==> src/logic/status_pkg.sv <==
// Constants for the monitor interrupt status flag block
// Summary of operation
// - Status one bits 0-3 flag supply violations
// - Flags stick; read clears only if subsided
// - Status one bits 4-6 flag temperature violations
// - Status one bit 7 ORs status two
// - Status two bit 0 flags twelve volt
// - CORE_VOLTAGE_CODE mode: bit 0 flags code change
// - Code change flag can raise the alert
// - Bit 1 overheat; clears below hysteresis only
// - Status two bits 2-4 flag slow fans
// - Fan flags suppressed while PWM is off
// - Bit 5 fan four, gated by PWM three
// - Timer mode: bit 5 flags assertion overrun
// - Bits 6-7 flag diode open or short
// - Status two at index 0x42, resets zero
// - Status one at index 0x41, resets zero
package status_pkg;
	localparam int ADDR_WIDTH = 12;
	localparam int INDEX_WIDTH = 8;
	localparam logic [7:0] STATUS1_INDEX = 8'h41;
	localparam logic [7:0] STATUS2_INDEX = 8'h42;
	localparam logic [7:0] CONFIG_INDEX = 8'h7E;
	localparam logic [7:0] MASK_INDEX = 8'h7F;
	localparam logic [7:0] STATUS1_RESET = 8'h00;
	localparam logic [7:0] STATUS2_RESET = 8'h00;
	localparam logic [7:0] CONFIG_RESET = 8'h00;
	localparam logic [15:0] MASK_RESET = 16'h0000;
	localparam int S1_SUPPLY_LSB = 0;
	localparam int S1_TEMP_LSB = 4;
	localparam int S1_SUMMARY_BIT = 7;
	localparam int S2_TWELVE_VID_BIT = 0;
	localparam int S2_OVERHEAT_BIT = 1;
	localparam int S2_COOLER_LSB = 2;
	localparam int S2_COOLER_FOUR_BIT = 5;
	localparam int S2_DIODE_LSB = 6;
	localparam int CFG_VID_SELECT_BIT = 0;
	localparam int CFG_TIMER_MODE_BIT = 1;
	localparam int CLK_FREQ_MHZ = 10;
	localparam int VID_WINDOW_US = 11;
	localparam int VID_WINDOW_CYCLES = VID_WINDOW_US * CLK_FREQ_MHZ;
	localparam int VID_COUNT_WIDTH = $clog2(VID_WINDOW_CYCLES);
	localparam logic [1:0] RESP_OKAY = 2'h0;
	localparam logic [1:0] RESP_SLVERR = 2'h2;
endpackage

==> src/logic/monitor_interrupt_status_flags.sv <==
// Interrupt status flags with AXI4-Lite register access
//
// Decided for this implementation: the AXI4-Lite slave port.
`timescale 1ns/1ns
module monitor_interrupt_status_flags #(
	parameter int VID_WIDTH = 6
) (
	input wire logic clk,
	input wire logic resetn,
	input wire logic [status_pkg::ADDR_WIDTH-1:0] s_axi_awaddr,
	input wire logic s_axi_awvalid,
	output logic s_axi_awready,
	input wire logic [31:0] s_axi_wdata,
	input wire logic [3:0] s_axi_wstrb,
	input wire logic s_axi_wvalid,
	output logic s_axi_wready,
	output logic [1:0] s_axi_bresp,
	output logic s_axi_bvalid,
	input wire logic s_axi_bready,
	input wire logic [status_pkg::ADDR_WIDTH-1:0] s_axi_araddr,
	input wire logic s_axi_arvalid,
	output logic s_axi_arready,
	output logic [31:0] s_axi_rdata,
	output logic [1:0] s_axi_rresp,
	output logic s_axi_rvalid,
	input wire logic s_axi_rready,
	input wire logic [3:0] supply_out_of_limit,
	input wire logic [2:0] temp_out_of_limit,
	input wire logic twelve_volt_out_of_limit,
	input wire logic [VID_WIDTH-1:0] core_voltage_code,
	input wire logic overheat_limit_hit,
	input wire logic overheat_below_hyst,
	input wire logic overheat_timer_over,
	input wire logic [3:0] cooler_slow,
	input wire logic [2:0] pwm_off,
	input wire logic [1:0] diode_fault,
	output logic irq
);

	generate
		if (VID_WIDTH != 6) begin : g_bad_vid
			$error("VID_WIDTH must be 6");
		end
		if (status_pkg::ADDR_WIDTH < 10) begin : g_bad_addr
			$error("Address too narrow for register indices");
		end
		if (status_pkg::S1_SUPPLY_LSB + 4 >
			status_pkg::S1_TEMP_LSB) begin : g_bad_supply
			$error("Supply field overlaps the temperature field");
		end
		if (status_pkg::S1_TEMP_LSB + 3 > 7) begin : g_bad_s1
			$error("Temperature field overlaps the summary bit");
		end
		if (status_pkg::S2_COOLER_FOUR_BIT !=
			status_pkg::S2_COOLER_LSB + 3) begin : g_bad_cooler
			$error("Fan four bit must follow the fan field");
		end
		if (status_pkg::S2_DIODE_LSB + 2 > 8) begin : g_bad_s2
			$error("Diode field outside status two");
		end
		if (status_pkg::CFG_TIMER_MODE_BIT > 7) begin : g_bad_cfg
			$error("Configuration field outside the register");
		end
		if (status_pkg::CFG_VID_SELECT_BIT ==
			status_pkg::CFG_TIMER_MODE_BIT) begin : g_bad_modes
			$error("Mode bits must differ");
		end
		if (status_pkg::VID_WINDOW_CYCLES < 2) begin : g_bad_window
			$error("Code change window too short");
		end
		if (status_pkg::VID_COUNT_WIDTH < 1) begin : g_bad_count
			$error("Window counter too narrow");
		end
	endgenerate

	// Word address match against a register index
	function automatic logic addr_hits(
		input logic [status_pkg::ADDR_WIDTH-1:0] addr,
		input logic [7:0] index
	);
		logic [status_pkg::ADDR_WIDTH-3:0] word;
		word = addr[status_pkg::ADDR_WIDTH-1:2];
		addr_hits = (word == (status_pkg::ADDR_WIDTH-2)'(index));
	endfunction

	// Sticky flag update, set wins over clear
	function automatic logic [7:0] sticky(
		input logic [7:0] flags,
		input logic [7:0] set,
		input logic [7:0] clear_ok,
		input logic clear
	);
		logic [7:0] cleared;
		cleared = clear ? (flags & ~clear_ok) : flags;
		sticky = set | cleared;
	endfunction

	// Stored state
	logic [7:0] status1_reg;
	logic [7:0] status1_next;
	logic [7:0] status2_reg;
	logic [7:0] status2_next;
	logic [7:0] config_reg;
	logic [7:0] config_next;
	logic [15:0] mask_reg;
	logic [15:0] mask_next;
	logic [VID_WIDTH-1:0] vid_snapshot_reg;
	logic [status_pkg::VID_COUNT_WIDTH-1:0] vid_count_reg;
	logic aw_held_reg;
	logic [status_pkg::ADDR_WIDTH-1:0] aw_addr_reg;
	logic w_held_reg;
	logic [31:0] w_data_reg;
	logic [3:0] w_strb_reg;
	logic bvalid_reg;
	logic [1:0] bresp_reg;
	logic rvalid_reg;
	logic [31:0] rdata_reg;
	logic [1:0] rresp_reg;

	// Handshake terms
	wire aw_take;
	wire w_take;
	wire ar_take;
	wire do_write;
	assign s_axi_awready = !aw_held_reg && !bvalid_reg;
	assign s_axi_wready = !w_held_reg && !bvalid_reg;
	assign s_axi_arready = !rvalid_reg;
	assign aw_take = s_axi_awvalid && s_axi_awready;
	assign w_take = s_axi_wvalid && s_axi_wready;
	assign ar_take = s_axi_arvalid && s_axi_arready;
	assign do_write = aw_held_reg && w_held_reg && !bvalid_reg;

	assign s_axi_bvalid = bvalid_reg;
	assign s_axi_bresp = bresp_reg;
	assign s_axi_rvalid = rvalid_reg;
	assign s_axi_rdata = rdata_reg;
	assign s_axi_rresp = rresp_reg;

	// Write address decode
	wire wr_status1;
	wire wr_status2;
	wire wr_config;
	wire wr_mask;
	wire wr_mapped;
	assign wr_status1 = addr_hits(aw_addr_reg, status_pkg::STATUS1_INDEX);
	assign wr_status2 = addr_hits(aw_addr_reg, status_pkg::STATUS2_INDEX);
	assign wr_config = addr_hits(aw_addr_reg, status_pkg::CONFIG_INDEX);
	assign wr_mask = addr_hits(aw_addr_reg, status_pkg::MASK_INDEX);
	assign wr_mapped = wr_status1 || wr_status2 || wr_config || wr_mask;

	// Read address decode
	wire rd_status1;
	wire rd_status2;
	wire rd_config;
	wire rd_mask;
	wire rd_mapped;
	assign rd_status1 = addr_hits(s_axi_araddr, status_pkg::STATUS1_INDEX);
	assign rd_status2 = addr_hits(s_axi_araddr, status_pkg::STATUS2_INDEX);
	assign rd_config = addr_hits(s_axi_araddr, status_pkg::CONFIG_INDEX);
	assign rd_mask = addr_hits(s_axi_araddr, status_pkg::MASK_INDEX);
	assign rd_mapped = rd_status1 || rd_status2 || rd_config || rd_mask;

	// Clear strobes from a taken read
	wire clear_status1;
	wire clear_status2;
	assign clear_status1 = ar_take && rd_status1;
	assign clear_status2 = ar_take && rd_status2;

	// Configuration fields
	wire vid_select;
	wire timer_mode;
	assign vid_select = config_reg[status_pkg::CFG_VID_SELECT_BIT];
	assign timer_mode = config_reg[status_pkg::CFG_TIMER_MODE_BIT];

	// Code change detection over the sampling window
	wire vid_tick;
	wire [VID_WIDTH-1:0] vid_masked;
	wire vid_differs;
	wire vid_change;
	localparam logic [status_pkg::VID_COUNT_WIDTH-1:0] VID_LAST =
		status_pkg::VID_COUNT_WIDTH'(status_pkg::VID_WINDOW_CYCLES - 1);
	assign vid_tick = (vid_count_reg == VID_LAST);
	assign vid_masked = vid_select ? core_voltage_code :
		{1'b0, core_voltage_code[VID_WIDTH-2:0]};
	assign vid_differs = (vid_masked != vid_snapshot_reg);
	assign vid_change = vid_tick && vid_differs;

	wire [status_pkg::VID_COUNT_WIDTH-1:0] vid_count_next;
	assign vid_count_next = vid_tick ? '0 :
		vid_count_reg + 1'b1;

	always_ff @(posedge clk) begin
		if (!resetn) begin
			vid_count_reg <= '0;
		end else begin
			vid_count_reg <= vid_count_next;
		end
	end

	always_ff @(posedge clk) begin
		if (!resetn) begin
			vid_snapshot_reg <= '0;
		end else if (vid_tick) begin
			vid_snapshot_reg <= vid_masked;
		end
	end

	// Status one set and hold-off conditions
	logic [7:0] s1_set;
	logic [7:0] s1_active;
	logic [7:0] s1_clear_ok;
	always_comb begin
		s1_set = 8'h00;
		s1_set[status_pkg::S1_SUPPLY_LSB +: 4] = supply_out_of_limit;
		s1_set[status_pkg::S1_TEMP_LSB +: 3] = temp_out_of_limit;
		s1_active = s1_set;
		s1_clear_ok = ~s1_active;
	end

	// Status two per-bit conditions
	wire bit0_set;
	wire bit0_active;
	wire [2:0] cooler_set;
	wire cooler_four_set;
	wire bit5_set;
	logic [7:0] s2_set;
	logic [7:0] s2_active;
	logic [7:0] s2_clear_ok;
	assign bit0_set = vid_select ? vid_change : twelve_volt_out_of_limit;
	assign bit0_active = vid_select ? vid_differs : twelve_volt_out_of_limit;
	assign cooler_set = cooler_slow[2:0] & ~pwm_off;
	assign cooler_four_set = cooler_slow[3] && !pwm_off[2];
	assign bit5_set = timer_mode ? overheat_timer_over : cooler_four_set;
	always_comb begin
		s2_set = 8'h00;
		s2_set[status_pkg::S2_TWELVE_VID_BIT] = bit0_set;
		s2_set[status_pkg::S2_OVERHEAT_BIT] = overheat_limit_hit;
		s2_set[status_pkg::S2_COOLER_LSB +: 3] = cooler_set;
		s2_set[status_pkg::S2_COOLER_FOUR_BIT] = bit5_set;
		s2_set[status_pkg::S2_DIODE_LSB +: 2] = diode_fault;
		s2_active = s2_set;
		s2_active[status_pkg::S2_TWELVE_VID_BIT] = bit0_active;
		s2_active[status_pkg::S2_OVERHEAT_BIT] = !overheat_below_hyst;
		s2_clear_ok = ~s2_active;
	end

	// Stored flag updates
	assign status1_next = sticky(status1_reg, s1_set, s1_clear_ok,
		clear_status1) & 8'h7F;
	assign status2_next = sticky(status2_reg, s2_set, s2_clear_ok,
		clear_status2);

	always_ff @(posedge clk) begin
		if (!resetn) begin
			status1_reg <= status_pkg::STATUS1_RESET;
			status2_reg <= status_pkg::STATUS2_RESET;
		end else begin
			status1_reg <= status1_next;
			status2_reg <= status2_next;
		end
	end

	// Visible status one with summary bit
	wire summary;
	logic [7:0] status1_view;
	assign summary = |status2_reg;
	always_comb begin
		status1_view = status1_reg;
		status1_view[status_pkg::S1_SUMMARY_BIT] = summary;
	end

	// Interrupt output from unmasked flags
	wire [15:0] flag_view;
	wire [15:0] pending;
	assign flag_view = {status2_reg, status1_view};
	assign pending = flag_view & mask_reg;
	assign irq = |pending;

	// Write channel capture
	always_ff @(posedge clk) begin
		if (!resetn) begin
			aw_held_reg <= 1'b0;
			aw_addr_reg <= '0;
		end else if (aw_take) begin
			aw_held_reg <= 1'b1;
			aw_addr_reg <= s_axi_awaddr;
		end else if (do_write) begin
			aw_held_reg <= 1'b0;
		end
	end

	always_ff @(posedge clk) begin
		if (!resetn) begin
			w_held_reg <= 1'b0;
			w_data_reg <= '0;
			w_strb_reg <= '0;
		end else if (w_take) begin
			w_held_reg <= 1'b1;
			w_data_reg <= s_axi_wdata;
			w_strb_reg <= s_axi_wstrb;
		end else if (do_write) begin
			w_held_reg <= 1'b0;
		end
	end

	// Writable registers with byte lanes
	wire cfg_we;
	wire mask_lo_we;
	wire mask_hi_we;
	assign cfg_we = do_write && wr_config && w_strb_reg[0];
	assign mask_lo_we = do_write && wr_mask && w_strb_reg[0];
	assign mask_hi_we = do_write && wr_mask && w_strb_reg[1];
	assign config_next = cfg_we ? (w_data_reg[7:0] & 8'h03) : config_reg;
	assign mask_next = {mask_hi_we ? w_data_reg[15:8] : mask_reg[15:8],
		mask_lo_we ? w_data_reg[7:0] : mask_reg[7:0]};

	always_ff @(posedge clk) begin
		if (!resetn) begin
			config_reg <= status_pkg::CONFIG_RESET;
			mask_reg <= status_pkg::MASK_RESET;
		end else begin
			config_reg <= config_next;
			mask_reg <= mask_next;
		end
	end

	// Write response
	wire [1:0] wr_resp;
	assign wr_resp = wr_mapped ? status_pkg::RESP_OKAY :
		status_pkg::RESP_SLVERR;

	always_ff @(posedge clk) begin
		if (!resetn) begin
			bvalid_reg <= 1'b0;
			bresp_reg <= status_pkg::RESP_OKAY;
		end else if (do_write) begin
			bvalid_reg <= 1'b1;
			bresp_reg <= wr_resp;
		end else if (s_axi_bready) begin
			bvalid_reg <= 1'b0;
		end
	end

	// Read data selection
	logic [31:0] read_word;
	always_comb begin
		read_word = 32'h00000000;
		if (rd_status1) begin
			read_word[7:0] = status1_view;
		end else if (rd_status2) begin
			read_word[7:0] = status2_reg;
		end else if (rd_config) begin
			read_word[7:0] = config_reg;
		end else if (rd_mask) begin
			read_word[15:0] = mask_reg;
		end
	end

	// Read response, value returned is before the clear
	wire [1:0] rd_resp;
	assign rd_resp = rd_mapped ? status_pkg::RESP_OKAY :
		status_pkg::RESP_SLVERR;

	always_ff @(posedge clk) begin
		if (!resetn) begin
			rvalid_reg <= 1'b0;
			rdata_reg <= '0;
			rresp_reg <= status_pkg::RESP_OKAY;
		end else if (ar_take) begin
			rvalid_reg <= 1'b1;
			rdata_reg <= read_word;
			rresp_reg <= rd_resp;
		end else if (s_axi_rready) begin
			rvalid_reg <= 1'b0;
		end
	end

endmodule

==> config.mk <==
export PLATFORM = sky130hd
export DESIGN_NAME = monitor_interrupt_status_flags
export DESIGN_NICKNAME = d
export VERILOG_FILES = /design/src/logic/status_pkg.sv /design/src/logic/monitor_interrupt_status_flags.sv
export SDC_FILE = /design/constraint.sdc
export NUM_CORES = 1
export LEC_CHECK = 0
export BUFFER_PORTS_ARGS = -buffer_cell sky130_fd_sc_hd__clkbuf_2
export CELL_PAD_IN_SITES_DETAIL_PLACEMENT = 1
export CELL_PAD_IN_SITES_GLOBAL_PLACEMENT = 2
export CORE_MARGIN = 1.5
export CORE_UTILIZATION = 33
export CTS_BUF_LIST = sky130_fd_sc_hd__clkbuf_2 sky130_fd_sc_hd__clkbuf_4 sky130_fd_sc_hd__clkbuf_8
export DETAILED_ROUTE_END_ITERATION = 16
export PLACE_DENSITY_LB_ADDON = 0.25
export SETUP_SLACK_MARGIN = 0.05
export SLEW_MARGIN = 10
export SYNTH_ARGS = -nofsm -noshare
export SYNTH_HDL_FRONTEND = slang
export SYNTH_SLANG_ARGS = --single-unit
==> constraint.sdc <==
create_clock -name clk -period 4.64 [get_ports clk]
set_input_delay 0 -clock clk [delete_from_list [all_inputs] [get_ports clk]]
set_output_delay 0 -clock clk [all_outputs]
set_load 0.02 [all_outputs]
==> results.json <==
{
  "outcome": "finished, final reports clean",
  "power.share.clock_pct": 32.1,
  "yosys.cell_count.top_type": "sky130_fd_sc_hd__dfxtp_1",
  "cts_resized": 0,
  "r2r.worst_path.cells": 6,
  "clock_insertion_delay_worst_skew_ps": 370,
  "post-route-drc-count": 0,
  "post-route-min-period_ps": 2400,
  "fin_worst_skew_ps": 17.3,
  "layout-drive-gt1-share_pct": 20.0,
  "startpoint_type": "register",
  "synthArstFlopShare_pct": 0,
  "placement_rows": 40,
  "power.net_switching_uw": 421,
  "wl_per_cell_um": 14.7,
  "drv.max_cap_violation_count": 0,
  "internal_power_uw": 1160,
  "synth_area_per_cell_um2": 9.13,
  "grt_pass1_vias": 3758,
  "synthesis.instances": 458,
  "leakage_power_of_the_design_uw": 0.00220,
  "floorplan.die_area_mm2": 0.0134,
  "finalMaxSlewViolations": 0,
  "worst_setup_hold_path_clk_slew_ps": 100,
  "layout.filler_cells": 1477,
  "hold_depth": 4,
  "fin_cells": 769,
  "timing.rr.start": "s_axi_rvalid",
  "cts_sinks": 96,
  "dominantRegCellSynth": "sky130_fd_sc_hd__dfxtp_1",
  "htree_levels": 3,
  "syn_to_final_growth_pct": 29.4,
  "detail_route.vias_per_cell": 4.75,
  "switching_share_pct": 26.6,
  "drtPass1Iterations": 4,
  "n_antenna_cell": 0,
  "worst_hold_path_type": "in2reg",
  "hpwlAfterDp_um": 7950,
  "die_height_um": 116,
  "cp_data_required_time_ps": 4910,
  "cts_max_path_buffers": 2,
  "postRouteAntennaNets": 0,
  "critical_path.endpoint_type": "register",
  "timing.hold.worst.start": "cooler_slow[0]",
  "clock_tree.root_cell": "sky130_fd_sc_hd__clkbuf_8",
  "drt-initial-drc-count": 140,
  "dpl.cell_count": 700,
  "grt_setup_unrepaired": "no",
  "ys_types": 52,
  "wire_length_of_the_first_global_routing_pass_um": 18200,
  "portBuffers": 94,
  "clock_tree_from_tritoncts": "built",
  "max_slew.worst_pin.slew_ps": 681,
  "synth_edf_count": 0,
  "synthDominantCellAreaShare_pct": 46.0,
  "p_comb_share_pct": 12.3,
  "p_total_uw": 1580,
  "ir_drop_v": 0.000107,
  "dieWidth_um": 116,
  "max_freq_ghz": 0.417,
  "endpoint_of_the_worst_hold_path": "status2_reg[2]",
  "critPathMaxFanout": 11,
  "seq_power_share_pct": 55.6,
  "core_region_area_mm2": 0.0122,
  "totalWireLength_um": 11300,
  "worst-setup-path-type": "reg2reg",
  "finalSetupViolations": 0,
  "setup_total_negative_slack_ps": 0,
  "floorplan.initialDensity_pct": 34.4,
  "top_level_ports": 135,
  "post-route-period-util_pct": 51.6,
  "setup_slack_on_the_worst_flop_to_flop_path_ps": 2240,
  "yosys_warnings": 0,
  "synth.largest_area_cell": "sky130_fd_sc_hd__dfxtp_1",
  "netlist_top_cells_area": "sky130_fd_sc_hd__dfxtp_1, sky130_fd_sc_hd__nand2_1, sky130_fd_sc_hd__nor2b_1, sky130_fd_sc_hd__a21boi_0, sky130_fd_sc_hd__mux2i_1",
  "sequential_cell_area_mm2": 0.00192,
  "grt-ovfl-total": 0,
  "synth-seq-area-share_pct": 46.0,
  "worst_ep_arrival_time_ps": 2660,
  "multiInputGateArea_mm2": 0.00208,
  "max_slew_margin_vs_limit_pct": 54.4,
  "detailroute.via_count": 3654,
  "grt_start_max_net_pins": 57,
  "grt_antenna_before_repair": 0,
  "synth_top_cells_by_count": "sky130_fd_sc_hd__dfxtp_1, sky130_fd_sc_hd__nand2_1, sky130_fd_sc_hd__nor2b_1",
  "globalRouteTotalUtil_pct": 17.6,
  "inserted_clock_buffers": 9,
  "hold_viol_final": 0,
  "synth_area_mm2": 0.00418,
  "final_net_count": 691,
  "power_density_of_the_placed_cells_mw_per_mm2": 293,
  "synth-seq-cells": 96,
  "routabilityCongestion": 0.813,
  "fin_hold_ws_ps": 3.36,
  "rr_endpoint": "status2_reg[5]"
}
-- layer usage --
layer / vias to the layer above / track usage [%] / wire, um
met1: 1708 / 21.3 / 5000
met2: 95 / 30.7 / 5560
met5: - / 0 / 0
met3: 18 / 3.09 / 511
li1: 1833 / - / -
met4: 0 / 7.33 / 257
-- final cells by class --
type                    instances  share of cell area, %
clock buffers                  11                   2.68
inverters                       4                  0.278
multi-input cells             337                   38.4
repair buffers                148                   18.6
well taps                     168                   3.89
clock inverters                 5                  0.578
flip-flops and latches         96                   35.5
-- cell families (layout without fill, tap and decap cells) --
| family | count (synthesis) | in the layout | share of synthesized area [%] |
|---|---|---|---|
| AO/OA/AOI/OAI | 107 | 107 | 17.9 |
| XOR/XNOR | 11 | 11 | 2.30 |
| adder cells (fa/ha/maj) | 2 | 2 | 0.599 |
| buffers and inverters | 42 | 168 | 5.84 |
| flip-flops | 96 | 96 | 46.0 |
| multiplexers | 23 | 23 | 5.51 |
| other | 1 | 18 | 0.0897 |
| AND/OR/NAND/NOR | 176 | 176 | 21.8 |
-- worst max path at each step --
stage / from / end / depth (start not counted)
floorplan: aw_addr_reg[11] / mask_reg[10] / 6
global placement: aw_addr_reg[11] / mask_reg[14] / 5
detailed placement: aw_addr_reg[11] / mask_reg[8] / 5
CTS: s_axi_rvalid / status2_reg[5] / 6
global route: s_axi_rvalid / status2_reg[5] / 6
finish: s_axi_rvalid / status2_reg[5] / 6
-- critical path: stages, from the launching register on --
cell and delay, ps:
sky130_fd_sc_hd__dfxtp_1 360, sky130_fd_sc_hd__nand2b_1 380, sky130_fd_sc_hd__nor2_2 350, sky130_fd_sc_hd__nand2_2 200, sky130_fd_sc_hd__a222oi_1 360, sky130_fd_sc_hd__dlygate4sd3_1 600, sky130_fd_sc_hd__nor2b_1 40
-- timing repair --
action,in CTS,in global routing
hold buffers,53,0
hold endpoints to repair,50,0
setup buffers,0,0
-- cells in the final DEF (no fill, tap or decap), drive strengths merged, types with 3 or more instances in the layout --
cell and instances:
o21ai 13, a22o 8, nand3 7, a21oi 22
nor2b 44, nand4 6, a21boi 32, nor4 4
dlygate4sd3 53, nand2 76, nor2 17, a22oi 11
dfxtp 96, a21o 7, xnor2 5, mux2i 23
xor2 6, nand2b 4, clkbuf 105, inv 5
and2 5, a222oi 4, clkinv 3, conb 18
-- stage by stage --
| stage | worst slack [ps] | util (%) | area (um2) |
|---|---|---|---|
| CTS | 2270 | 44.5 | 5410 |
| global placement | 2560 | 38.7 | 4700 |
| finish | 2240 | 44.5 | 5410 |
| global route | 2050 | 44.5 | 5410 |
| detailed placement | 2510 | 38.7 | 4700 |
| floorplan | 2880 | - | 4240 |
-- power groups by stage --
stage               sequential, uW  combinational [uW]  clock (uW)
floorplan                      895                 112           0
global placement               900                 156           0
detailed placement             901                 159           0
CTS                            882                 196         529
global route                   886                 219         563
finish                         882                 195         508
(Power assumes the default switching activity.)
